### src/include/lrs_map.svh
// register offsets, bit positions, reset values and timing counts
`ifndef LRS_MAP_SVH
`define LRS_MAP_SVH
`define LRS_OFF_STATUS 4'h0
`define LRS_OFF_MASK 4'h1
`define LRS_OFF_DMA_CTRL 4'h2
`define LRS_OFF_CONFIG 4'h3
`define LRS_OFF_BUF_STAT 4'h4
`define LRS_BIT_PACKET_READY_FLAG 7
`define LRS_BIT_RD_ERR 6
`define LRS_BIT_DMA_DONE 5
`define LRS_BIT_REMOTE_RESET_FLAG 4
`define LRS_BIT_SHORT 3
`define LRS_BIT_ALIGN 2
`define LRS_BIT_CRC 1
`define LRS_BIT_OVR 0
`define LRS_BIT_RX_DMA_EN 0
`define LRS_BIT_TX_DMA_EN 1
`define LRS_BIT_PC_CARD 0
`define LRS_RST_STATUS 8'h00
`define LRS_RST_MASK 8'h00
`define LRS_RST_DMA_CTRL 8'h00
`define LRS_RST_CONFIG 8'h00
`define LRS_RDY_TIMEOUT_NS 2150
`define LRS_CLK_PERIOD_NS 40
// longest time rounds down: 2150/40 = 53 cycles
`define LRS_RDY_TIMEOUT_CYC (`LRS_RDY_TIMEOUT_NS / `LRS_CLK_PERIOD_NS)
`endif

### src/include/lrs_pkg.sv
// types shared by the receive status block
package lrs_pkg;
	typedef logic [7:0] lrs_byte_t;
	typedef enum logic [1:0] {
		LRS_RD_IDLE = 2'b00,
		LRS_RD_WAIT = 2'b01,
		LRS_RD_DONE = 2'b10
	} lrs_rd_state_t;
endpackage

### src/include/lrs_evt_if.sv
// event and clear signals between the status core and its flag bank
`timescale 1ns/1ps
interface lrs_evt_if;
	logic [7:0] set_evt;
	logic [7:0] clr_w1c;
	logic [7:0] clr_hw;
	logic [7:0] flags;
	modport core (output set_evt, output clr_w1c, output clr_hw, input flags);
	modport bank (input set_evt, input clr_w1c, input clr_hw, output flags);
endinterface

### src/hw/lrs_flag_bank.sv
// sticky flag bank: set wins over any clear in the same cycle
`timescale 1ns/1ps
`include "lrs_map.svh"
module lrs_flag_bank (
	input wire logic clk,
	input wire logic arst_n,
	lrs_evt_if.bank evt
);
	logic [7:0] flags_r;
	logic [7:0] flags_nxt;

	assign flags_nxt = evt.set_evt | (flags_r & ~(evt.clr_w1c | evt.clr_hw));
	assign evt.flags = flags_r;

	always_ff @(posedge clk or negedge arst_n) begin
		if (!arst_n) begin
			flags_r <= `LRS_RST_STATUS;
		end else begin
			flags_r <= flags_nxt;
		end
	end

	property p_set_wins;
		@(posedge clk) disable iff (!arst_n)
		|evt.set_evt |=> ((flags_r & $past(evt.set_evt)) == $past(evt.set_evt));
	endproperty
	a_set_wins: assert property (p_set_wins) else $error("set event lost");

	property p_w1c_clears;
		@(posedge clk) disable iff (!arst_n)
		(|(evt.clr_w1c & ~evt.set_evt & flags_r)) |=>
			((flags_r & $past(evt.clr_w1c & ~evt.set_evt)) == 8'h00);
	endproperty
	a_w1c_clears: assert property (p_w1c_clears) else $error("w1c failed");
endmodule

### src/hw/lrs_receive_status.sv
// receive status register block with mask, dma control and buffer read check
//
// Decided for this implementation: the register offsets and the plain strobed port.
`timescale 1ns/1ps
`include "lrs_map.svh"
module lrs_receive_status (
	input wire logic clk,
	input wire logic arst_n,
	input wire logic [3:0] reg_addr,
	input wire logic [7:0] reg_wdata,
	input wire logic reg_wr,
	input wire logic reg_rd,
	output logic [7:0] reg_rdata,
	input wire logic [7:0] pkt_count,
	input wire logic pkt_read_done,
	input wire logic buf_rd_req,
	input wire logic buf_data_avail,
	output logic buf_rdy,
	input wire logic dma_active,
	input wire logic dma_done_flag,
	input wire logic remote_reset_flag_evt,
	input wire logic rx_start,
	input wire logic short_evt,
	input wire logic align_evt,
	input wire logic crc_evt,
	input wire logic overrun_evt,
	output logic irq
);
	// ****************************************************************
	// functions
	// ****************************************************************
	function automatic logic hit(input logic [3:0] a, input logic [3:0] off);
		hit = (a == off);
	endfunction

	// ****************************************************************
	// register port decode
	// ****************************************************************
	lrs_evt_if evt ();
	lrs_pkg::lrs_byte_t mask_r;
	lrs_pkg::lrs_byte_t dma_ctrl_r;
	lrs_pkg::lrs_byte_t config_r;
	lrs_pkg::lrs_byte_t rdata_r;
	lrs_pkg::lrs_byte_t rdata_nxt;
	wire wr_status = reg_wr && hit(reg_addr, `LRS_OFF_STATUS);
	wire wr_mask = reg_wr && hit(reg_addr, `LRS_OFF_MASK);
	wire wr_dma = reg_wr && hit(reg_addr, `LRS_OFF_DMA_CTRL);
	wire wr_cfg = reg_wr && hit(reg_addr, `LRS_OFF_CONFIG);
	wire pc_card = config_r[`LRS_BIT_PC_CARD];
	wire dma_both_off = !dma_ctrl_r[`LRS_BIT_RX_DMA_EN] &&
		!dma_ctrl_r[`LRS_BIT_TX_DMA_EN];
	wire [7:0] status_view;

	always_ff @(posedge clk or negedge arst_n) begin
		if (!arst_n) begin
			mask_r <= `LRS_RST_MASK;
			dma_ctrl_r <= `LRS_RST_DMA_CTRL;
			config_r <= `LRS_RST_CONFIG;
		end else begin
			if (wr_mask)
				mask_r <= reg_wdata;
			if (wr_dma)
				dma_ctrl_r <= reg_wdata;
			if (wr_cfg)
				config_r <= reg_wdata;
		end
	end

	// ****************************************************************
	// buffer read handshake and timeout
	// ****************************************************************
	// ready is withheld while the buffer is empty; the timeout then flags
	lrs_pkg::lrs_rd_state_t rd_state_r;
	lrs_pkg::lrs_rd_state_t rd_state_nxt;
	logic [5:0] rd_cnt_r;
	logic [5:0] rd_cnt_nxt;
	logic rd_err_pulse;
	localparam logic [5:0] RD_LIMIT = 6'(`LRS_RDY_TIMEOUT_CYC);

	always_comb begin
		rd_state_nxt = rd_state_r;
		rd_cnt_nxt = rd_cnt_r;
		rd_err_pulse = 1'b0;
		case (rd_state_r)
		lrs_pkg::LRS_RD_IDLE: begin
			if (buf_rd_req && !buf_data_avail) begin
				rd_state_nxt = lrs_pkg::LRS_RD_WAIT;
				rd_cnt_nxt = 6'h01;
			end
		end
		lrs_pkg::LRS_RD_WAIT: begin
			if (buf_data_avail || !buf_rd_req) begin
				rd_state_nxt = lrs_pkg::LRS_RD_IDLE;
				rd_cnt_nxt = 6'h00;
			end else if (rd_cnt_r >= RD_LIMIT) begin
				rd_err_pulse = 1'b1;
				rd_state_nxt = lrs_pkg::LRS_RD_DONE;
			end else begin
				rd_cnt_nxt = rd_cnt_r + 6'h01;
			end
		end
		lrs_pkg::LRS_RD_DONE: begin
			// one error per stalled read; wait for the host to let go
			if (!buf_rd_req) begin
				rd_state_nxt = lrs_pkg::LRS_RD_IDLE;
				rd_cnt_nxt = 6'h00;
			end
		end
		default: begin
			rd_state_nxt = lrs_pkg::LRS_RD_IDLE;
			rd_cnt_nxt = 6'h00;
		end
		endcase
	end

	always_ff @(posedge clk or negedge arst_n) begin
		if (!arst_n) begin
			rd_state_r <= lrs_pkg::LRS_RD_IDLE;
			rd_cnt_r <= 6'h00;
		end else begin
			rd_state_r <= rd_state_nxt;
			rd_cnt_r <= rd_cnt_nxt;
		end
	end

	assign buf_rdy = buf_rd_req && buf_data_avail;

	// ****************************************************************
	// flag events
	// ****************************************************************
	wire pkt_avail = (pkt_count != 8'h00);
	logic pkt_avail_d_r;
	always_ff @(posedge clk or negedge arst_n) begin
		if (!arst_n)
			pkt_avail_d_r <= 1'b0;
		else
			pkt_avail_d_r <= pkt_avail;
	end
	// sets on arrival of the first packet, and again after each read-out that leaves packets in the buffer
	wire pkt_set = pkt_avail && (!pkt_avail_d_r || pkt_read_done);
	wire dma_set = dma_done_flag && !dma_active && !pc_card;

	assign evt.set_evt = {pkt_set, rd_err_pulse, dma_set, remote_reset_flag_evt,
		short_evt, align_evt, crc_evt, overrun_evt};
	assign evt.clr_w1c = wr_status ? reg_wdata : 8'h00;
	assign evt.clr_hw = {!pkt_avail, 1'b0,
		(dma_both_off || dma_active), rx_start && !remote_reset_flag_evt,
		4'h0};

	lrs_flag_bank u_bank (
		.clk(clk),
		.arst_n(arst_n),
		.evt(evt)
	);

	// dma done is masked from view when the host runs in pc card mode
	assign status_view = {evt.flags[7:6], evt.flags[5] & !pc_card,
		evt.flags[4:0]};

	// ****************************************************************
	// read port and interrupt
	// ****************************************************************
	always_comb begin
		if (hit(reg_addr, `LRS_OFF_STATUS))
			rdata_nxt = status_view;
		else if (hit(reg_addr, `LRS_OFF_MASK))
			rdata_nxt = mask_r;
		else if (hit(reg_addr, `LRS_OFF_DMA_CTRL))
			rdata_nxt = dma_ctrl_r;
		else if (hit(reg_addr, `LRS_OFF_CONFIG))
			rdata_nxt = config_r;
		else if (hit(reg_addr, `LRS_OFF_BUF_STAT))
			rdata_nxt = pkt_count;
		else
			rdata_nxt = 8'h00;
	end

	logic irq_r;
	always_ff @(posedge clk or negedge arst_n) begin
		if (!arst_n) begin
			rdata_r <= 8'h00;
			irq_r <= 1'b0;
		end else begin
			rdata_r <= reg_rd ? rdata_nxt : 8'h00;
			irq_r <= |(status_view & mask_r);
		end
	end
	assign reg_rdata = rdata_r;
	assign irq = irq_r;

	// ****************************************************************
	// checks
	// ****************************************************************
	property p_irq_level;
		@(posedge clk) disable iff (!arst_n)
		(|(status_view & mask_r)) |=> irq;
	endproperty
	a_irq_level: assert property (p_irq_level) else $error("irq missing");

	property p_irq_drop;
		@(posedge clk) disable iff (!arst_n)
		!(|(status_view & mask_r)) |=> !irq;
	endproperty
	a_irq_drop: assert property (p_irq_drop) else $error("irq stuck");

	property p_pkt_empty;
		@(posedge clk) disable iff (!arst_n)
		(pkt_count == 8'h00) |=> !evt.flags[`LRS_BIT_PACKET_READY_FLAG];
	endproperty
	a_pkt_empty: assert property (p_pkt_empty) else $error("ready w/o pkt");

	property p_pkt_reset;
		@(posedge clk) disable iff (!arst_n)
		(pkt_read_done && pkt_count != 8'h00) |=> evt.flags[`LRS_BIT_PACKET_READY_FLAG];
	endproperty
	a_pkt_reset: assert property (p_pkt_reset) else $error("no re-set");

	property p_rd_timeout;
		@(posedge clk) disable iff (!arst_n)
		(rd_state_r == lrs_pkg::LRS_RD_IDLE && buf_rd_req && !buf_data_avail)
		##1 (buf_rd_req && !buf_data_avail)[*8] |-> ##[0:50]
			(evt.flags[`LRS_BIT_RD_ERR] || !buf_rd_req || buf_data_avail);
	endproperty
	a_rd_timeout: assert property (p_rd_timeout) else $error("no rd err");

	// stall age kept apart from the fsm counter, so the limit is judged
	// against elapsed cycles rather than against the logic it guards
	localparam logic [6:0] STALL_AT_ERR = 7'(`LRS_RDY_TIMEOUT_CYC);
	logic [6:0] stall_age_r;
	always_ff @(posedge clk or negedge arst_n) begin
		if (!arst_n)
			stall_age_r <= 7'h00;
		else if (!buf_rd_req || buf_data_avail)
			stall_age_r <= 7'h00;
		else if (stall_age_r != 7'h7F)
			stall_age_r <= stall_age_r + 7'h01;
	end

	property p_rd_on_time;
		@(posedge clk) disable iff (!arst_n)
		(stall_age_r == STALL_AT_ERR && buf_rd_req && !buf_data_avail) |=>
			evt.flags[`LRS_BIT_RD_ERR];
	endproperty
	a_rd_on_time: assert property (p_rd_on_time) else $error("rd err late");

	property p_rd_not_early;
		@(posedge clk) disable iff (!arst_n)
		rd_err_pulse |-> (stall_age_r == STALL_AT_ERR);
	endproperty
	a_rd_not_early: assert property (p_rd_not_early) else $error("rd err early");

	property p_rdy_empty;
		@(posedge clk) disable iff (!arst_n)
		!buf_data_avail |-> !buf_rdy;
	endproperty
	a_rdy_empty: assert property (p_rdy_empty) else $error("ready on empty");

	property p_dma_set;
		@(posedge clk) disable iff (!arst_n)
		(dma_done_flag && !dma_active && !pc_card) |=> evt.flags[`LRS_BIT_DMA_DONE];
	endproperty
	a_dma_set: assert property (p_dma_set) else $error("dma done lost");

	property p_dma_busy;
		@(posedge clk) disable iff (!arst_n)
		(dma_active && !dma_done_flag) |=> !evt.flags[`LRS_BIT_DMA_DONE];
	endproperty
	a_dma_busy: assert property (p_dma_busy) else $error("dma early");

	property p_dma_off;
		@(posedge clk) disable iff (!arst_n)
		(dma_both_off && !dma_set) |=> !evt.flags[`LRS_BIT_DMA_DONE];
	endproperty
	a_dma_off: assert property (p_dma_off) else $error("dma not cleared");

	property p_rmt_clear;
		@(posedge clk) disable iff (!arst_n)
		(rx_start && !remote_reset_flag_evt) |=> !evt.flags[`LRS_BIT_REMOTE_RESET_FLAG];
	endproperty
	a_rmt_clear: assert property (p_rmt_clear) else $error("rmt kept");

	property p_pc_hide;
		@(posedge clk) disable iff (!arst_n)
		pc_card |-> !status_view[`LRS_BIT_DMA_DONE];
	endproperty
	a_pc_hide: assert property (p_pc_hide) else $error("dma seen");

	c_irq: cover property (@(posedge clk) disable iff (!arst_n) $rose(irq));
	c_rd_err: cover property (@(posedge clk) disable iff (!arst_n)
		rd_err_pulse);
	c_pkt_again: cover property (@(posedge clk) disable iff (!arst_n)
		pkt_read_done && pkt_count != 8'h00);
	c_dma: cover property (@(posedge clk) disable iff (!arst_n) dma_set);
endmodule

### config.mk
export PLATFORM = sky130hd
export DESIGN_NAME = lrs_receive_status
export DESIGN_NICKNAME = d
export VERILOG_FILES = /design/src/include/lrs_pkg.sv /design/src/include/lrs_evt_if.sv /design/src/hw/lrs_flag_bank.sv /design/src/hw/lrs_receive_status.sv
export VERILOG_INCLUDE_DIRS = /design/src /design/src/include
export SDC_FILE = /design/constraint.sdc
export NUM_CORES = 1
export LEC_CHECK = 0
export BUFFER_PORTS_ARGS = -buffer_cell sky130_fd_sc_hd__clkbuf_2
export CORE_ASPECT_RATIO = 0.7
export CORE_MARGIN = 3
export CORE_UTILIZATION = 55
export CTS_BUF_LIST = sky130_fd_sc_hd__clkbuf_4 sky130_fd_sc_hd__clkbuf_8
export CTS_CLUSTER_SIZE = 14
export DETAILED_ROUTE_END_ITERATION = 16
export HOLD_SLACK_MARGIN = 0.1
export PLACE_DENSITY = 0.89
export SETUP_SLACK_MARGIN = 0.1
export SYNTH_ARGS = -nofsm -noshare
export SYNTH_HDL_FRONTEND = slang
export SYNTH_HIERARCHICAL = 1
export SYNTH_SLANG_ARGS = --single-unit
### constraint.sdc
create_clock -name clk -period 1.92 [get_ports clk]
set_input_delay 0.096 -clock clk [delete_from_list [all_inputs] [get_ports clk]]
set_output_delay 0.096 -clock clk [all_outputs]
set_load 0.005 [all_outputs]
==> metrics.txt, run 1 <==
area added between synthesis and finish=19.18%; Final ANT Viol Nets=0; crit path time final=~1.7 ns; status=complete, no violations; total gr overflow=0; Final Cycle Share=0.8758; total CTS buffers=5; Max clock buf depth=2; DR iter-0 viols=roughly 150; crit-path cells=ha_1 > nor3b_2 > nor2_2 > and3_1 > o41ai_2; final worst slack=roughly 0.24 ns; # IOs=45; Wirelength per Cell=approximately 17 um; Yosys reg bits=50; DR vias=about 2200; HPWL after DPL=4597 um; CTS tree=done; Setup Crit Path Kind=register to register; cells after synthesis=around 240; syn_area_per_cell=10.82 um2; initial antenna violation count=0; share of cells above drive strength 1=0.3092; Setup crit end kind=register; worst vdd ir=between 400 and 500 uV; Worst Hold Class=input pin to register; Max Fanout on Critical Path=7; PD cells=about 880 nW/um2; chip height=~64 um; total negative slack=0 ns; max frequency=about 0.6 GHz; Cell variety after synth=48; Slew HR=0.6541; top post-synthesis cells by area=dfrtp_1 (48%), mux2_2 (7.8%), o21ai_0 (4.6%); Tot Pwr=between 2000 and 3000 uW; DRC viols=0; Critical Path Source Type=register; Sink Count=50; DP Area=~2900 um2; Synth top area share=0.4796; Placer Congestion=0.8687; Final Util=0.6980; depth of the CTS H-tree=2; crit-path max cell delay=about 0.46 ns; Core ar.=4454 um2; Global Route Usage Sum=0.2374; CP arrival=roughly 1.9 ns; post-CTS setup buffer count=0; PortBufs=44; die area=approximately 5600 um2; largest net degree at the start of global routing=23; global-route wire length before repair=between 10000 and 15000 um; RSZ-0062 raised after global routing=false; Slew Limit Fails=0; vias in the first global route=approximately 2200; Clock Skew=roughly 0.0057 ns; Critical Path RT=~2.1 ns; clk_lat worst skew=0.30 ns; Least-Margin Pin Slew=slightly above 0.5 ns; Placement Setup Slack=between 0.2 and 0.25 ns; Antenna Diode Count=0; Final setup viols=0; fin nets=roughly 340; # rows=20; slowest stage cell, crit path=dfrtp_1; Total Wirelength=~6300 um; max capacitance violation total=0; final instance area=3109 um2; drt via density=around 6.0; register area share after synthesis=0.4796; TritonRoute pass-1 iters=4; final-report hold violation count=0; Synth area leader=dfrtp_1; Die X=~90 um; Starting Density=0.5857; leakage=~0.0015 uW; Worst-path clk slew=0.09 ns; Yosys warnings=6; CTS root buf=clkbuf_8; Cell Area, Synth=about 2600 um2
-- layout make-up --
| type | instances | area (um2) |
|---|---|---|
| timing repair buffer | 62 | 387.9 |
| clock inverter | 1 | 30.03 |
| inverter | 6 | 22.52 |
| clock buffer | 7 | 83.83 |
| tap | 55 | 68.82 |
| sequential | 50 | 1251 |
| multi-input combinational | 178 | 1265 |
| fill | 332 | 1345 |
-- critical path: cells and delay by family (launching register included) --
kind,cells,cell delay (ns)
and+or+nand+nor,3,0.58
DFF,1,0.46
AOI/OAI and AO/OA,1,0.30
adders and majority gates,1,0.24
-- cell usage in the layout (no fill, tap or decap), drive strengths merged, types with 7 or more instances in the layout --
master	n
a21o	9
nand3	8
and3	11
clkbuf	51
dlygate4sd3	13
a21oi	14
dfrtp	50
mux2	26
nand2	12
o21ai	25
o31ai	7
nor2	18
-- worst paths after layout --
path	cells after the start	slack, ns	end	start
max	5	0.24	rd_cnt_r[0]	rd_cnt_r[0]
min	2	0.11	config_r[4]	reg_wdata[4]
max reg2reg	5	0.24	rd_cnt_r[0]	rd_cnt_r[0]
min reg2reg	1	0.48	u_bank/evt.flags[5]	u_bank/evt.flags[5]
max in group asynchronous	3	0.93	u_bank/evt.flags[0]	arst_n
min in group asynchronous	2	0.30	reg_rdata[2]	arst_n
-- metal layers --
layer	wire, um	track usage	vias to the layer above
met3	556	0.06013	10
met5	0	0	-
met4	83	0.07170	0
met2	2893	0.3573	103
li1	-	-	998
met1	2743	0.3367	1043
-- flip-flops by register name, indices dropped and copies added (netlist names) --
name / count
config_r: 8
mask_r: 8
rd_cnt_r: 6
irq: 1
dma_ctrl_r: 8
u_bank/evt.flags: 8
reg_rdata: 8
pkt_avail_d_r: 1
rd_state_r: 2
-- report_power, final --
| part | internal (uW) | leakage [uW] | switching, uW | total (uW) |
|---|---|---|---|---|
| logic | 315 | 0.000788 | 285 | 600 |
| registers | 1220 | 0.000619 | 149 | 1370 |
| clock network | 418 | 0.0000593 | 333 | 751 |
-- stage by stage --
stage / cells / hold WS, ns
final: 359 / 0.1052
after global routing: 359 / 0.1118
after CTS: 359 / 0.1070
after detailed placement: 338 / 0.08617
after global placement: 338 / 0.08527
after floorplan: 245 / -0.1996
-- kinds of logic (layout without fill, tap and decap cells) --
| group | count (synthesis) | count (layout) | share of synthesized area |
|---|---|---|---|
| AND/OR/NAND/NOR | 70 | 70 | 0.1535 |
| AO/OA/AOI/OAI | 73 | 73 | 0.1813 |
| buffers and inverters | 17 | 76 | 0.04220 |
| multiplexers | 27 | 27 | 0.1276 |
| other | 1 | 5 | 0.001437 |
| adder cells (fa/ha/maj) | 3 | 3 | 0.01439 |
| flip-flops | 50 | 50 | 0.4796 |
-- repair_timing --
item                       CTS  global route
hold buffers                13             0
resized for setup            0             1
hold endpoints to repair    41             0
setup endpoints to repair    0             1
-- synth_stat cells (all sizes together) --
cell     n
o21ai   25
a41oi    1
o41ai    1
or2      1
and2     2
nand2b   2
inv      6
conb     1
o211ai   2
a222oi   1
nor3b    3
o21bai   1
o211a    1
o31ai    7
nor3     1
nor2    18
a211oi   1
mux2    26
nand2   12
a22oi    4
dfrtp   50
mux2i    1
ha       3
and2b    2
or3b     1
a21oi   14
or3      1
clkbuf   2
nor2b    4
and3    11
a21o     9
a211o    6
or4      3
nand3    8
buf      9
nand4    1
Note: power is estimated with default switching activity, not from simulation.
==> run 2: changes to the inputs <==
clock period = 2.1 ns   (was 1.92 ns; I/O delays follow)
==> run 2 against run 1 <==
Effect of this change: non-clock buffer count increased by 1; fmax decreased by 1.1%; global-route usage increased by 0.26 points; largest power group unchanged; die area unchanged; flip-flop and latch count unchanged; combinational power decreased by 9.8%; register-to-register slack improved by 0.16 ns; largest cell class unchanged; wire length increased by 1.5%.
==> metrics.txt, run 2 (synthesis results as in run 1) <==
DR iter-0 viols=~190; PD cells=796.1 nW/um2; initial antenna violation count=0; Bufs and invs on worst path=1; CP arrival=1.90 ns; largest net degree at the start of global routing=24; Slew Limit Fails=0; max capacitance violation total=0; DRC viols=0; max frequency=0.5883 GHz; Die X=88.32 um; Final ANT Viol Nets=0; Critical Path Source Type=register; Worst-path clk slew=approximately 0.09 ns; CTS root buf=clkbuf_8; post-CTS setup buffer count=0; Core ar.=roughly 4500 um2; leading cell type in the layout, fill and taps excluded=dfrtp_1; Clock Skew=around 0.0046 ns; DR vias=between 2000 and 2500; Worst Hold Class=input pin to register; Sink Count=50; vias in the first global route=~2100; Antenna Diode Count=0; Global Route Usage Sum=0.2400; total gr overflow=0; clk_lat worst skew=around 0.3 ns; status=complete, no violations; HPWL after DPL=between 4000 and 5000 um; Placer Congestion=slightly below 0.9; commonest non-fill, non-tap cells in the layout=dfrtp_1 (50), clkbuf_2 (44), o21ai_0 (24); Max Fanout on Critical Path=7; Wirelength per Cell=17.69 um; TritonRoute pass-1 iters=5; CTS tree=done; fin nets=around 340; Least-Margin Pin Slew=a little over 0.8 ns; area added between synthesis and finish=19.57%; final-report hold violation count=0; slowest stage cell, crit path=dfrtp_1; die area=between 5000 and 6000 um2; Total Wirelength=between 6000 and 7000 um; Starting Density=0.5857; # rows=20; CP delay by family, top=flip-flops; crit path time final=about 1.7 ns; total negative slack=0 ns; drt via density=between 6 and 7; depth of the CTS H-tree=2; Max clock buf depth=2; Final Cycle Share=0.8095; crit-path cells=inv_1 > ha_1 > nor3b_2 > nor2_1 > a21oi_1 > o41ai_2; Critical Path RT=roughly 2.3 ns; PortBufs=44; leakage=roughly 0.0015 uW; total CTS buffers=5; Setup crit end kind=register; Final setup viols=0; share of cells above drive strength 1=0.3016; RSZ-0062 raised after global routing=false; global-route wire length before repair=slightly above 10000 um; crit-path max cell delay=roughly 0.46 ns; worst vdd ir=between 400 and 500 uV; # IOs=45; Slew HR=0.4509; chip height=~64 um; Final Util=0.7003; Setup Crit Path Kind=register to register
## run 2: timing repair
action / 4_1_cts / 5_1_grt
hold buffers: 15 / 0
endpoints found under the hold margin: 75 / 0
resized for setup: 0 / 0
## run 2: layer usage
metal	track usage	routed length, um	share of wire
met2	0.3881	3040	0.48
met3	0.06144	540	0.085
met5	0	0	0
met4	0.07736	104	0.016
met1	0.3135	2683	0.42
## run 2: worst paths after layout
check	from	to	slack (ns)	cells after the start
setup / recovery	rd_cnt_r[0]	rd_cnt_r[0]	0.40	6
hold / removal	reg_wdata[3]	mask_r[3]	0.11	2
setup reg to reg	rd_cnt_r[0]	rd_cnt_r[0]	0.40	6
hold reg to reg	u_bank/evt.flags[5]	u_bank/evt.flags[5]	0.49	1
max in group asynchronous	arst_n	rd_cnt_r[0]	1.41	3
min in group asynchronous	arst_n	reg_rdata[3]	0.15	2
## run 2: worst reg2reg max path, cell delays in order (launching register included)
cell and delay (ns):
dfrtp_1 0.46, inv_1 0.10, ha_1 0.19, nor3b_2 0.16
nor2_1 0.28, a21oi_1 0.13, o41ai_2 0.29
## run 2: power by group
group / internal (uW) / leakage, uW / switching, uW
logic: 281 / 0.000792 / 260
registers: 1120 / 0.000619 / 133
clock network: 383 / 0.0000593 / 309
total: 1780 / 0.00147 / 702
## run 2: area by class of cell
type	count	area, um2
fill	341	1335
multi-input combinational	178	1262
sequential	50	1251
timing repair buffer	63	400.4
clock buffer	7	83.83
tap	55	68.82
clock inverter	1	30.03
inverter	6	22.52
## run 2: through the flow
step	worst slack (ns)	std cells	cell area [um2]	total power (uW)	hold WS, ns
after floorplan	0.5801	245	2624	1591	-0.1906
after global placement	0.4949	337	2855	1738	-0.06043
after detailed placement	0.4209	337	2855	1777	-0.05864
after CTS	0.4132	360	3119	2483	0.1003
after global routing	0.2829	360	3119	2604	0.1084
final	0.4001	360	3119	2483	0.1097
==> run 3: changes to the inputs <==
CORE_UTILIZATION = 52   (was 55)
clock period = 1.45 ns   (was 2.1 ns; I/O delays follow)
==> run 3 against run 2 <==
Effect of this change: the flow now finishes with violations (negative setup slack); final area increased by 9.7%; global-route usage increased by 1.3 points; critical path depth unchanged; sequential share of layout area decreased by 3.6 points; combinational power increased by 120%; highest routed layer unchanged; largest cell class unchanged; first-iteration DRC count increased by 19%; utilization increased by 4.7 points; die area increased by 5.3%; via count increased by 8.1%; clock skew increased by 0.00085 ns; setup slack got worse by 0.48 ns; critical endpoint is now rd_cnt_r[3].
==> metrics.txt, run 3 (synthesis results as in run 1) <==
status=finished with violations; violated checks=negative setup slack; vias in the first global route=2290; CTS root buf=clkbuf_8; Die X=90.66 um; DR iter-0 viols=230; Total Wirelength=7442 um; Critical Path Source Type=register; total gr overflow=0; Reg power frac=0.469; PortBufs=between 40 and 50; Logic pwr share=0.308; Final ANT Viol Nets=0; # IOs=45; crit-path cells=inv_2 > ha_2 > nor3b_4 > nor2_4 > or4_1 > nand3_1; Clock Skew=0.005489 ns; Sink Count=50; CP arrival=approximately 1.8 ns; crit-path max cell delay=0.40 ns; worst vdd ir=slightly above 700 uV; Worst Hold Class=input pin to register; RR Endpoint=rd_cnt_r[3]; Final Cycle Share=1.054; slowest stage cell, crit path=dfrtp_1; commonest non-fill, non-tap cells in the layout=dfrtp_1 (50), clkbuf_2 (44), buf_4 (24); chip height=around 65 um; Bufs and invs on worst path=1; total CTS buffers=5; Wirelength per Cell=18.79 um; R2R Setup Slk=-0.08 ns; Slew Limit Fails=0; PD cells=~1100 nW/um2; Starting Density=0.5697; portion of total power attributed to the clock network=0.222; Critical Path RT=~1.7 ns; area added between synthesis and finish=31.22%; clk_lat worst skew=about 0.30 ns; Setup Crit Path Kind=register to register; RSZ-0062 raised after global routing=true; Max Fanout on Critical Path=6; TritonRoute pass-1 iters=5; initial antenna violation count=0; Hold WS=~0.11 ns; final std cells w/o fill=396; placed cells=359; CP delay by family, top=simple AND/OR/NAND/NOR gates; hold path start=pkt_count[4]; P_int=between 2000 and 3000 uW; Worst-path clk slew=0.09 ns; die area=between 5000 and 6000 um2; # rows=20; Switch Pwr=~1200 uW; share of cells above drive strength 1=0.4061; global-route wire length before repair=11670 um; Antenna Diode Count=0; Final setup viols=6; Worst R2R Path Depth=6; Min-Delay Endpoint=pkt_avail_d_r; final-report hold violation count=0; Setup crit end kind=register; depth of the CTS H-tree=2; hold path cells=4; max capacitance violation total=0; Final Util=0.7475; fin nets=about 370; leakage=between 0.0015 and 0.002 uW; leading cell type in the layout, fill and taps excluded=dfrtp_1; Placer Congestion=0.8349; DRC viols=0; CTS tree=done; max frequency=~0.65 GHz; HPWL after DPL=4848 um; drt via density=6.083; r2r startpoint=rd_cnt_r[1]; crit path time final=between 1.5 and 2 ns; total negative slack=-0.3423 ns; final worst slack=-0.07792 ns; DR vias=approximately 2400; largest net degree at the start of global routing=51; Switching Fraction=0.3174; Core ar.=between 4000 and 5000 um2; Global Route Usage Sum=0.2534; Max clock buf depth=2
==> run 3: worst max path at each step <==
stage	from	end	cells past startpoint
finish	rd_cnt_r[1]	rd_cnt_r[3]	6
global route	rd_cnt_r[1]	rd_cnt_r[2]	7
CTS	rd_cnt_r[0]	rd_cnt_r[0]	6
detailed placement	rd_cnt_r[0]	rd_cnt_r[0]	6
global placement	rd_cnt_r[0]	rd_cnt_r[3]	6
floorplan	rd_cnt_r[0]	rd_cnt_r[3]	5
==> run 3: final cells by class <==
cell class | count | area [um2]
clock buffer | 6 | 82.58
clock inverter | 2 | 12.51
fill | 304 | 1156
inverter | 6 | 22.52
multi-input combinational | 179 | 1369
sequential | 50 | 1251
tap | 66 | 82.58
timing repair buffer | 87 | 603.1
==> run 3: through the flow <==
step	setup WS, ns	power (uW)	area (um2)
2_1_floorplan	0.007528	2311	2629
3_3_place_gp	0.01577	2606	2969
3_5_place_dp	-0.08720	2673	2969
4_1_cts	-0.04736	3683	3313
5_1_grt	-0.1691	4042	3423
6_report	-0.07792	3869	3423
==> run 3: worst reg2reg max path: stages, from the launching register on <==
cell and delay [ns]:
dfrtp_1 0.40, inv_2 0.07, ha_2 0.20, nor3b_4 0.24
nor2_4 0.09, or4_1 0.40, nand3_1 0.08
==> run 3: routing by layer <==
metal,part of all wire,up-vias,global-route usage
met5,0,-,0
met1,0.42,1173,0.3356
met4,0.022,0,0.08397
met2,0.48,155,0.4183
met3,0.085,23,0.05492
li1,-,1058,-
==> run 3: power groups by stage <==
stage               logic (uW)  registers [uW]  clock network [uW]
CTS                       1030            1790                 857
global route              1290            1840                 919
global placement           811            1800                   0
floorplan                  540            1770                   0
finish                    1190            1820                 861
detailed placement         855            1820                   0
==> run 3: timing repair <==
item                                    CTS  global route
endpoints found under the hold margin    82             0
pin swaps                                 4             6
gates resized for setup                  13            12
buffers inserted                          6             6
hold buffers                             16             0
cloned                                    0             1
endpoints found under the setup margin    9             9
